File: config.mk
export PLATFORM = sky130hd
export DESIGN_NAME = ceps_sequencer
export DESIGN_NICKNAME = d
export VERILOG_FILES = /design/src/ceps_pkg.sv /design/src/ceps_addr_check.sv /design/src/ceps_slot_decode.sv /design/src/ceps_sequencer.sv
export SDC_FILE = /design/constraint.sdc
export NUM_CORES = 1
export LEC_CHECK = 0
export ABC_AREA = 0
export BUFFER_PORTS_ARGS = -buffer_cell sky130_fd_sc_hd__buf_2
export CAP_MARGIN = 5
export CORE_MARGIN = 1
export CORE_UTILIZATION = 44
export CTS_CLUSTER_DIAMETER = 50
export CTS_CLUSTER_SIZE = 28
export DETAILED_ROUTE_END_ITERATION = 10
export MAX_ROUTING_LAYER = met4
export PLACE_DENSITY_LB_ADDON = 0.1
export SYNTH_ARGS = -nofsm -noshare
export SYNTH_HDL_FRONTEND = slang
export SYNTH_SLANG_ARGS = --single-unit
File: constraint.sdc
create_clock -name i_sys_clk -period 4.13 [get_ports i_sys_clk]
set_input_delay 0.6195 -clock i_sys_clk [delete_from_list [all_inputs] [get_ports i_sys_clk]]
set_output_delay 0.6195 -clock i_sys_clk [all_outputs]
set_load 0.05 [all_outputs]
File: src/ceps_pkg.sv
// ****************************************************************
// Shared constants and types of the exception sequencer
// ****************************************************************
package ceps_pkg;

	// Slot stage codes
	typedef enum logic [1:0] {
		CEPS_ST_FETCH = 2'h0,	// Instruction fetch
		CEPS_ST_DEC   = 2'h1,	// decode_stage
		CEPS_ST_EXEC  = 2'h2,	// execute_stage
		CEPS_ST_MEM   = 2'h3	// memory_access_stage
	} ceps_stage_e;

	// Kind of sequence in progress
	typedef enum logic [2:0] {
		CEPS_K_NONE = 3'h0,	// No exception
		CEPS_K_INTR = 3'h1,	// Interrupt
		CEPS_K_ADDR = 3'h2,	// Address error
		CEPS_K_ILLG = 3'h3,	// Ordinary illegal instruction
		CEPS_K_SLOT = 3'h4	// Slot-illegal instruction
	} ceps_kind_e;

	// Sequencer states, Gray along idle-sequence and idle-powerdown
	typedef enum logic [1:0] {
		CEPS_S_IDLE = 2'h0,	// Normal issue
		CEPS_S_SEQ  = 2'h1,	// Exception slots running
		CEPS_S_PD   = 2'h2,	// Power-down execute slot
		CEPS_S_LOW  = 2'h3	// Sleep or standby
	} ceps_state_e;

	// Slot indices inside a sequence (0 is its own fetch)
	localparam logic [3:0] SLOT_FIRST_RUN = 4'h2;	// First slot after decode
	localparam logic [3:0] SLOT_LAST_LONG = 4'h9;	// Final execute, ten slots
	localparam logic [3:0] SLOT_LAST_ILL  = 4'h8;	// Final execute, nine slots

	// Stage maps, two bits per slot, slot 0 in the low bits
	localparam logic [19:0] MAP_LONG = 20'haefa4;	// F D E E M M E M E E
	localparam logic [19:0] MAP_ILL  = 20'h2bfa4;	// F D E E M M M E E

	// Access size codes
	localparam logic [1:0] SIZE_BYTE = 2'h0;	// Byte
	localparam logic [1:0] SIZE_WORD = 2'h1;	// Word
	localparam logic [1:0] SIZE_LONG = 2'h2;	// Longword

	// On-chip peripheral register windows (plain defaults)
	localparam logic [31:0] PERIPH_MASK  = 32'hffff_0000;	// Whole register space
	localparam logic [31:0] PERIPH_BASE  = 32'hffff_0000;
	localparam logic [31:0] PERIPH8_MASK = 32'hffff_ff00;	// 8-bit register space
	localparam logic [31:0] PERIPH8_BASE = 32'hffff_0000;

	// Number of external interrupt request pins besides the NMI pin
	localparam int IRQ_PINS = 4;

endpackage : ceps_pkg

File: src/ceps_addr_check.sv
`timescale 1ns/1ps
// ****************************************************************
// Address error detection for fetch and data accesses
// ****************************************************************
module ceps_addr_check
	import ceps_pkg::*;
(
	// Fetch side
	input  logic        i_fetch_req,	// Fetch in this slot
	input  logic [31:0] i_fetch_addr,	// Fetch address
	// Data side
	input  logic        i_data_req,	// Data read or write
	input  logic [31:0] i_data_addr,	// Data address
	input  logic [1:0]  i_data_size,	// Access size code
	// Results
	output logic        o_fetch_err,	// Fetch address error
	output logic        o_data_err	// Data address error
);

	logic in_periph;	// Fetch hits register space
	logic in_periph8;	// Data hits 8-bit register space

	// Region decode
	assign in_periph  = (i_fetch_addr & PERIPH_MASK) == PERIPH_BASE;
	assign in_periph8 = (i_data_addr & PERIPH8_MASK) == PERIPH8_BASE;

	// Odd or peripheral fetch
	assign o_fetch_err = i_fetch_req && (i_fetch_addr[0] || in_periph);

	// Misaligned word, misaligned or 8-bit-space longword
	always_comb begin
		o_data_err = 1'b0;
		if (i_data_req) begin
			case (i_data_size)
				SIZE_WORD: o_data_err = i_data_addr[0];
				SIZE_LONG: o_data_err = (i_data_addr[1:0] != 2'h0) || in_periph8;
				default:   o_data_err = 1'b0;
			endcase
		end
	end

endmodule : ceps_addr_check

File: src/ceps_slot_decode.sv
`timescale 1ns/1ps
// ****************************************************************
// Classification of illegal codes at the decode stage
// ****************************************************************
module ceps_slot_decode (
	// Decode stage facts
	input  logic i_valid,	// Instruction in decode
	input  logic i_undefined,	// Undefined opcode
	input  logic i_pc_write,	// Instruction rewrites the PC
	input  logic i_delay_slot,	// Sits in a delay slot
	// Results
	output logic o_illegal,	// Ordinary illegal
	output logic o_slot_illegal	// Slot-illegal
);

	// Undefined code outside a delay slot
	assign o_illegal = i_valid && i_undefined && !i_delay_slot;

	// Undefined or PC-writing code inside a delay slot
	assign o_slot_illegal = i_valid && i_delay_slot && (i_undefined || i_pc_write);

endmodule : ceps_slot_decode

File: src/ceps_sequencer.sv
`timescale 1ns/1ps
// ****************************************************************
// Exception and power-down pipeline sequencer
// ****************************************************************

// Functional notes
// - Power-down runs fetch, decode, execute; reissued
// - After power-down, enter sleep or standby
// - Interrupt taken at decode, sequence replaces rest
// - Interrupt, address error: fixed ten slots
// - Interrupt: overrun fetch, not executed
// - Interrupt: destination fetch at final execute
// - Sources: pins, NMI, user break, peripherals
// - Address error taken at decode, replaces rest
// - Address error: overrun fetch, destination at last
// - Odd or peripheral fetch is address error
// - Misaligned word/long, long to 8-bit space
// - Illegal instruction: fixed nine slots
// - Illegal: one overrun, maybe a second
// - Illegal: destination fetch at final execute
// - Undefined code outside delay slot: illegal
// - Undefined or PC write in slot: slot-illegal
// - Memory access slots hold off fetch
module ceps_sequencer
	import ceps_pkg::*;
(
	// Clock and reset
	input  logic                     i_sys_clk,	// 100 MHz core clock
	input  logic                     i_reset_n,	// Synchronous, active low
	// Decode stage
	input  logic                     i_dec_valid,	// Instruction in decode
	input  logic                     i_dec_undefined,	// Undefined opcode
	input  logic                     i_dec_pc_write,	// Rewrites the PC
	input  logic                     i_dec_delay_slot,	// In a delay slot
	input  logic                     i_dec_sleep,	// Power-down instruction
	input  logic                     i_dec_two_ahead,	// Second overrun wanted
	input  logic                     i_standby_sel,	// 1 standby, 0 sleep
	// Interrupt sources
	input  logic                     i_nmi_pin,	// NMI pin, async
	input  logic [ceps_pkg::IRQ_PINS-1:0] i_irq_pins,	// Request pins, async
	input  logic                     i_user_break,	// User break
	input  logic                     i_periph_irq,	// Peripheral request
	// Memory bus side
	input  logic                     i_fetch_req,	// Fetch issued
	input  logic [31:0]              i_fetch_addr,	// Fetch address
	input  logic                     i_data_req,	// Data access issued
	input  logic [31:0]              i_data_addr,	// Data address
	input  logic [1:0]               i_data_size,	// Data size code
	// Sequencer outputs
	output logic                     o_fetch_en,	// Fetch may use the bus
	output logic                     o_mem_slot,	// Memory slot owns bus
	output ceps_pkg::ceps_stage_e    o_stage,	// Stage of current slot
	output ceps_pkg::ceps_kind_e     o_exc_kind,	// Sequence kind
	output logic                     o_seq_busy,	// Sequence running
	output logic                     o_discard,	// Drop overrun word
	output logic                     o_branch_fetch,	// Destination fetch
	// Power-down outputs
	output logic                     o_pd_issue,	// Power-down reissued
	output logic                     o_sleep_mode,	// In sleep
	output logic                     o_standby_mode,	// In standby
	// Error flags
	output logic                     o_ifetch_err,	// Fetch address error
	output logic                     o_data_err	// Data address error
);
	import ceps_pkg::*;

	// ************************************************************
	// Declarations
	// ************************************************************
	ceps_state_e           state_ff;	// Sequencer state
	ceps_state_e           nxt_state;
	logic [3:0]            slot_ff;	// Slot index
	logic [3:0]            nxt_slot;
	ceps_kind_e            kind_ff;	// Kind of sequence
	ceps_kind_e            nxt_kind;
	logic                  two_ff;	// Second overrun taken
	logic                  nxt_two;
	logic                  stby_ff;	// Standby chosen
	logic                  nmi_meta_ff;	// NMI first stage
	logic                  nmi_sync_ff;	// NMI second stage
	logic [IRQ_PINS-1:0]   irq_meta_ff;	// Pins first stage
	logic [IRQ_PINS-1:0]   irq_sync_ff;	// Pins second stage
	logic                  ae_pend_ff;	// Address error waiting
	logic                  fetch_err;	// Checker fetch error
	logic                  data_err;	// Checker data error
	logic                  illegal;	// Ordinary illegal
	logic                  slot_ill;	// Slot-illegal
	logic                  int_req;	// Any interrupt request
	logic                  ae_any;	// Address error now or waiting
	logic                  accept;	// Exception taken at decode
	logic                  pd_take;	// Power-down taken at decode
	logic [3:0]            last_slot;	// Final slot of the kind
	ceps_stage_e           nxt_stage;
	logic                  nxt_fetch_en;
	logic                  nxt_discard;
	logic                  nxt_branch;

	// ************************************************************
	// Helper modules
	// ************************************************************
	ceps_addr_check u_addr_check (
		.i_fetch_req  (i_fetch_req),
		.i_fetch_addr (i_fetch_addr),
		.i_data_req   (i_data_req),
		.i_data_addr  (i_data_addr),
		.i_data_size  (i_data_size),
		.o_fetch_err  (fetch_err),
		.o_data_err   (data_err)
	);

	ceps_slot_decode u_slot_decode (
		.i_valid        (i_dec_valid),
		.i_undefined    (i_dec_undefined),
		.i_pc_write     (i_dec_pc_write),
		.i_delay_slot   (i_dec_delay_slot),
		.o_illegal      (illegal),
		.o_slot_illegal (slot_ill)
	);

	// ************************************************************
	// Interrupt source synchronisers
	// ************************************************************

	// NMI pin through two flops
	always_ff @(posedge i_sys_clk) begin
		if (!i_reset_n) begin
			nmi_meta_ff <= 1'b0;
			nmi_sync_ff <= 1'b0;
		end else begin
			nmi_meta_ff <= i_nmi_pin;
			nmi_sync_ff <= nmi_meta_ff;
		end
	end

	// Request pins, one synchroniser each
	genvar gi;
	generate
		for (gi = 0; gi < IRQ_PINS; gi++) begin : g_irq_sync
			always_ff @(posedge i_sys_clk) begin
				if (!i_reset_n) begin
					irq_meta_ff[gi] <= 1'b0;
					irq_sync_ff[gi] <= 1'b0;
				end else begin
					irq_meta_ff[gi] <= i_irq_pins[gi];
					irq_sync_ff[gi] <= irq_meta_ff[gi];
				end
			end
		end
	endgenerate

	// Merge of all request sources
	assign int_req = nmi_sync_ff || (|irq_sync_ff) || i_user_break || i_periph_irq;

	// ************************************************************
	// Address error capture
	// ************************************************************

	// Hold an error until the next decode takes it; set wins
	always_ff @(posedge i_sys_clk) begin
		if (!i_reset_n) begin
			ae_pend_ff <= 1'b0;
		end else if (fetch_err || data_err) begin
			ae_pend_ff <= 1'b1;
		end else if (accept) begin
			ae_pend_ff <= 1'b0;
		end
	end

	// Error flags to the outside
	always_ff @(posedge i_sys_clk) begin
		if (!i_reset_n) begin
			o_ifetch_err <= 1'b0;
			o_data_err   <= 1'b0;
		end else begin
			o_ifetch_err <= fetch_err;
			o_data_err   <= data_err;
		end
	end

	// ************************************************************
	// Acceptance at decode
	// ************************************************************
	assign ae_any  = ae_pend_ff || fetch_err || data_err;
	assign accept  = (state_ff == CEPS_S_IDLE) && i_dec_valid &&
	                 (ae_any || illegal || slot_ill || int_req);
	assign pd_take = (state_ff == CEPS_S_IDLE) && i_dec_valid && i_dec_sleep && !accept;
	assign last_slot = ((kind_ff == CEPS_K_ILLG) || (kind_ff == CEPS_K_SLOT)) ?
	                   SLOT_LAST_ILL : SLOT_LAST_LONG;

	// ************************************************************
	// Next state
	// ************************************************************

	// State, slot and kind stepping
	always_comb begin
		nxt_state = state_ff;
		nxt_slot  = slot_ff;
		nxt_kind  = kind_ff;
		nxt_two   = two_ff;
		case (state_ff)
			CEPS_S_IDLE: begin
				// Address error first, then illegal, then interrupt
				if (accept) begin
					nxt_state = CEPS_S_SEQ;
					nxt_slot  = SLOT_FIRST_RUN;
					nxt_two   = 1'b0;
					if (ae_any) begin
						nxt_kind = CEPS_K_ADDR;
					end else if (slot_ill) begin
						nxt_kind = CEPS_K_SLOT;
					end else if (illegal) begin
						nxt_kind = CEPS_K_ILLG;
						nxt_two  = i_dec_two_ahead;
					end else begin
						nxt_kind = CEPS_K_INTR;
					end
				end else if (pd_take) begin
					nxt_state = CEPS_S_PD;
				end
			end
			CEPS_S_SEQ: begin
				// Step to the final execute slot, then resume
				if (slot_ff == last_slot) begin
					nxt_state = CEPS_S_IDLE;
					nxt_kind  = CEPS_K_NONE;
				end else begin
					nxt_slot = slot_ff + 4'h1;
				end
			end
			CEPS_S_PD: begin
				// Execute slot done, drop to low power
				nxt_state = CEPS_S_LOW;
			end
			CEPS_S_LOW: begin
				// Any request wakes the core
				if (int_req) begin
					nxt_state = CEPS_S_IDLE;
				end
			end
			default: begin
				nxt_state = CEPS_S_IDLE;
			end
		endcase
	end

	// Slot outputs for the next cycle
	always_comb begin
		nxt_stage    = CEPS_ST_FETCH;
		nxt_fetch_en = 1'b0;
		nxt_discard  = 1'b0;
		nxt_branch   = 1'b0;
		case (nxt_state)
			CEPS_S_IDLE: begin
				nxt_fetch_en = 1'b1;
			end
			CEPS_S_SEQ: begin
				// Stage from the map of the kind
				if ((nxt_kind == CEPS_K_ILLG) || (nxt_kind == CEPS_K_SLOT)) begin
					nxt_stage = ceps_stage_e'(MAP_ILL[{nxt_slot, 1'b0} +: 2]);
				end else begin
					nxt_stage = ceps_stage_e'(MAP_LONG[{nxt_slot, 1'b0} +: 2]);
				end
				// Word fetched at decode is an overrun, dropped
				nxt_discard = (nxt_slot == SLOT_FIRST_RUN) ||
				              (nxt_two && (nxt_slot == SLOT_FIRST_RUN + 4'h1));
				// Second overrun fetch for some illegal codes
				nxt_fetch_en = nxt_two && (nxt_slot == SLOT_FIRST_RUN);
				// Destination fetch in the final execute slot
				if (((nxt_kind == CEPS_K_ILLG) || (nxt_kind == CEPS_K_SLOT)) ?
				    (nxt_slot == SLOT_LAST_ILL) : (nxt_slot == SLOT_LAST_LONG)) begin
					nxt_branch   = 1'b1;
					nxt_fetch_en = 1'b1;
				end
				// Memory slots keep the bus away from fetch
				if (nxt_stage == CEPS_ST_MEM) begin
					nxt_fetch_en = 1'b0;
				end
			end
			CEPS_S_PD: begin
				nxt_stage = CEPS_ST_EXEC;
			end
			default: begin
				nxt_fetch_en = 1'b0;
			end
		endcase
	end

	// ************************************************************
	// State registers
	// ************************************************************

	// Sequencer state
	always_ff @(posedge i_sys_clk) begin
		if (!i_reset_n) begin
			state_ff <= CEPS_S_IDLE;
			slot_ff  <= 4'h0;
			kind_ff  <= CEPS_K_NONE;
			two_ff   <= 1'b0;
		end else begin
			state_ff <= nxt_state;
			slot_ff  <= nxt_slot;
			kind_ff  <= nxt_kind;
			two_ff   <= nxt_two;
		end
	end

	// Standby choice caught with the power-down decode
	always_ff @(posedge i_sys_clk) begin
		if (!i_reset_n) begin
			stby_ff <= 1'b0;
		end else if (pd_take) begin
			stby_ff <= i_standby_sel;
		end
	end

	// ************************************************************
	// Output registers
	// ************************************************************

	// Pipeline control outputs
	always_ff @(posedge i_sys_clk) begin
		if (!i_reset_n) begin
			o_fetch_en     <= 1'b0;
			o_mem_slot     <= 1'b0;
			o_stage        <= CEPS_ST_FETCH;
			o_exc_kind     <= CEPS_K_NONE;
			o_seq_busy     <= 1'b0;
			o_discard      <= 1'b0;
			o_branch_fetch <= 1'b0;
		end else begin
			o_fetch_en     <= nxt_fetch_en;
			o_mem_slot     <= (nxt_state == CEPS_S_SEQ) && (nxt_stage == CEPS_ST_MEM);
			o_stage        <= nxt_stage;
			o_exc_kind     <= nxt_kind;
			o_seq_busy     <= nxt_state == CEPS_S_SEQ;
			o_discard      <= nxt_discard;
			o_branch_fetch <= nxt_branch;
		end
	end

	// Power-down outputs; reissue lasts until next fetch
	always_ff @(posedge i_sys_clk) begin
		if (!i_reset_n) begin
			o_pd_issue     <= 1'b0;
			o_sleep_mode   <= 1'b0;
			o_standby_mode <= 1'b0;
		end else begin
			o_pd_issue     <= (nxt_state == CEPS_S_PD) || (nxt_state == CEPS_S_LOW);
			o_sleep_mode   <= (nxt_state == CEPS_S_LOW) && !(pd_take ? i_standby_sel : stby_ff);
			o_standby_mode <= (nxt_state == CEPS_S_LOW) && (pd_take ? i_standby_sel : stby_ff);
		end
	end
endmodule : ceps_sequencer

==> reports/results.txt <==
Hold_sp: irq_meta_ff[3]
Clock Path Buffers: 2
Die area: 4170 um^2
Flop and latch count out of synthesis: 33
Clock root buffer: clkbuf_8
Library cells used by synthesis: 51
RSZ-0062 raised after global routing: no
Setup TNS: 0 ns
P per Cell Area: 336 nW/um^2
Worst-Skew Late Latency: 0.28 ns
Wire per inst: 11.6 um
Overall power: 763 uW
Gpl congestion: 0.779
Hold slack: 0.433 ns
Area growth syn-to-layout: 31.8%
Endpoint required time on the critical path: 4.34 ns
Status: complete, no violations
RR Startpoint: irq_sync_ff[2]
Ys async rst share: 0%
Int Power: 553 uW
# clock sinks: 33
Tot GR Track Use: 20.2%
Antenna cells: 0
Hold_buf cts: 0
Fill cell count: 361
Sequential Area: 661 um^2
Ports: 99
Synth warn: 0
Post-route clock period utilization: 79.9%
Port Buf Inserts: 77
Post-synth top flop: dfxtp_1
Hold Path Class: flip-flop to flip-flop
Slew Limit Headroom: 72.3%
Max VDD drop: 212 uV
Arrival time worst endpoint: 3.51 ns
PostCTS Resize Cnt: 0
Max_cap viols: 0
Grt total ovfl: 0
Final-report hold violation count: 0
Core area: 3720 um^2
Wire length of the first global-routing pass: 6.15 mm
Tmin final: 3.30 ns
Fin cells: 317
Max Clk Rate: 0.303 GHz
Finish-stage setup viols: 0
Max FO, Critical Path: 7
Routed WL: 3.69 mm
Post-DP HPWL: 2.92 mm
Layout cells sized above 1: 37.5%
Power share of the sequential group: 45.0%
Combinational fraction of design power: 20.4%
Worst hold path cell count: 1
Tightest Pin Transition: 0.415 ns
Via density: 5.06
P_leak: 1.10 nW
Synthesized cell area: 1720 um^2
Hold path endpoint: irq_sync_ff[3]
EDFF count, synth: 0
Detail Route Antenna Nets: 0
CTS Buf Count: 5
R2R setup slack: 1.34 ns
Multi-input logic area: 1000 um^2
Largest net degree at the start of global routing: 30
Die H: 64.6 um
Fin. max-slew vios: 0
DRT Pass-1 Iters: 6
Post-Synthesis Mean Instance Area: 9.31 um^2
Die X: 64.6 um
Worst-path clk slew: 0.07 ns
# nets final: 360
R2R cell count: 13
Switching portion of total power: 27.5%
Worst r2r dst: o_fetch_en
Setup Skew: 0.00314 ns
Vias in the first global route: 1479
Initial antenna violation count: 0
P_sw: 210 uW
Iter 0 DRT Violations: 65
Starting Density: 46.3%
Syn nets: 277
Placed instance count: 309
TritonCTS clock tree: done
Register area share after synthesis: 38.4%
Residual DRC count: 0
Critical path startpoint: i_data_size[0]
Mapped Cells: 185
H-tree Lvls: 2
Setup Crit Path Kind: input pin to flip-flop
Vias: 1603
Row Count: 22
Clk pwr share: 34.5%
Capturing element type of the critical path: flip-flop
Setup bufs post-CTS: 0
CP Launch Type: input pin
how the worst max path moves through the flow:
stage,slack (ns),endpoint,cells past startpoint
floorplan,0.99,o_mem_slot,12
global placement,0.61,o_fetch_en,16
detailed placement,0.56,o_fetch_en,16
CTS,0.83,o_fetch_en,16
global route,0.59,o_fetch_en,16
finish,0.83,o_fetch_en,16
layout by cell type, fill, tap and decap left out, drive strengths merged, types with 2 or more instances in the layout:
cell type,Yosys,layout
buf,1,80
dfxtp,33,33
and2,17,17
nor2,14,14
nand2,12,12
inv,9,9
nor2b,9,9
nand4,9,9
ha,8,8
clkbuf,3,7
a21oi,7,7
and3,5,5
o21ai,5,5
nand3,4,4
nand2b,4,4
nor3b,4,4
nor3,3,3
nor4bb,3,3
nor4,2,2
a21boi,2,2
a211oi,2,2
mux2,2,2
mux2i,2,2
o22ai,2,2
a21o,2,2
and4,2,2
a221oi,2,2
or3b,2,2
layout make-up:
| class | count | area share [%] |
|---|---|---|
| Multi-Input combinational cell | 139 | 44.3 |
| Sequential cell | 33 | 29.1 |
| Timing Repair Buffer | 80 | 18.0 |
| Clock buffer | 7 | 4.25 |
| Tap cell | 48 | 2.65 |
| Inverter | 9 | 1.49 |
| Clock inverter | 1 | 0.221 |
critical path: stages:
cell	delay, ns
buf_2	0.09
inv_1	0.04
ha_1	0.28
nor4bb_1	0.29
and4_4	0.28
a221oi_4	0.10
a21oi_4	0.25
buf_4	0.19
a211oi_1	0.06
buf_4	0.18
inv_1	0.08
ha_1	0.19
and2_1	0.18
nor3b_1	0.37
a32oi_1	0.16
a21oi_1	0.15
kinds of logic after synthesis:
| kind of cell | Yosys count | share of synthesized area [%] |
|---|---|---|
| buf+inv | 13 | 3.27 |
| mux | 4 | 2.47 |
| xor+xnor | 1 | 0.509 |
| fa+ha+maj | 8 | 5.81 |
| compound gates | 30 | 15.2 |
| flops | 33 | 38.4 |
| simple gates | 96 | 34.4 |
metal layers:
layer,vias up,global-route usage (%),wire [um],share of wire [%]
li1,833,-,-,-
met1,719,22.8,1650,45
met2,45,33.4,1800,49
met3,6,5.81,183,5.0
met4,0,8.33,51,1.4
met5,-,-,0,0
flip-flops by register name, indices dropped and copies added (netlist names), 2 cells and up:
register,count
irq_meta_ff,4
irq_sync_ff,4
o_exc_kind,3
o_stage,2
slot_ff,4
state_ff,2
stage by stage:
| step | util, % | worst slack (ns) | area [um^2] |
|---|---|---|---|
| global route | 61.0 | 0.594 | 2270 |
| detailed placement | 58.3 | 0.559 | 2170 |
| floorplan | - | 0.990 | 1720 |
| finish | 61.0 | 0.832 | 2270 |
| CTS | 61.0 | 0.829 | 2270 |
| global placement | 58.3 | 0.608 | 2170 |
power groups by stage:
stage                     registers, mW  logic (mW)  clock network (mW)
after detailed placement          0.351       0.157                   0
final                             0.344       0.156               0.264
after global routing              0.345       0.172               0.287
after CTS                         0.344       0.157               0.270
after global placement            0.350       0.154                   0
after floorplan                   0.373      0.0771                   0
cells in the mapped netlist, types with 4 or more instances:
master | n | area [um^2]
ha_1 | 8 | 100
and3_1 | 5 | 31.3
nand3_1 | 4 | 20.0
nor2b_1 | 9 | 56.3
nand4_1 | 8 | 50.1
nand2_1 | 12 | 45.0
nor2_1 | 13 | 48.8
inv_1 | 9 | 33.8
and2_1 | 17 | 106
dfxtp_1 | 33 | 661
a21oi_1 | 6 | 30.0
nand2b_1 | 4 | 25.0
Note: power is estimated with default switching activity, not from simulation.
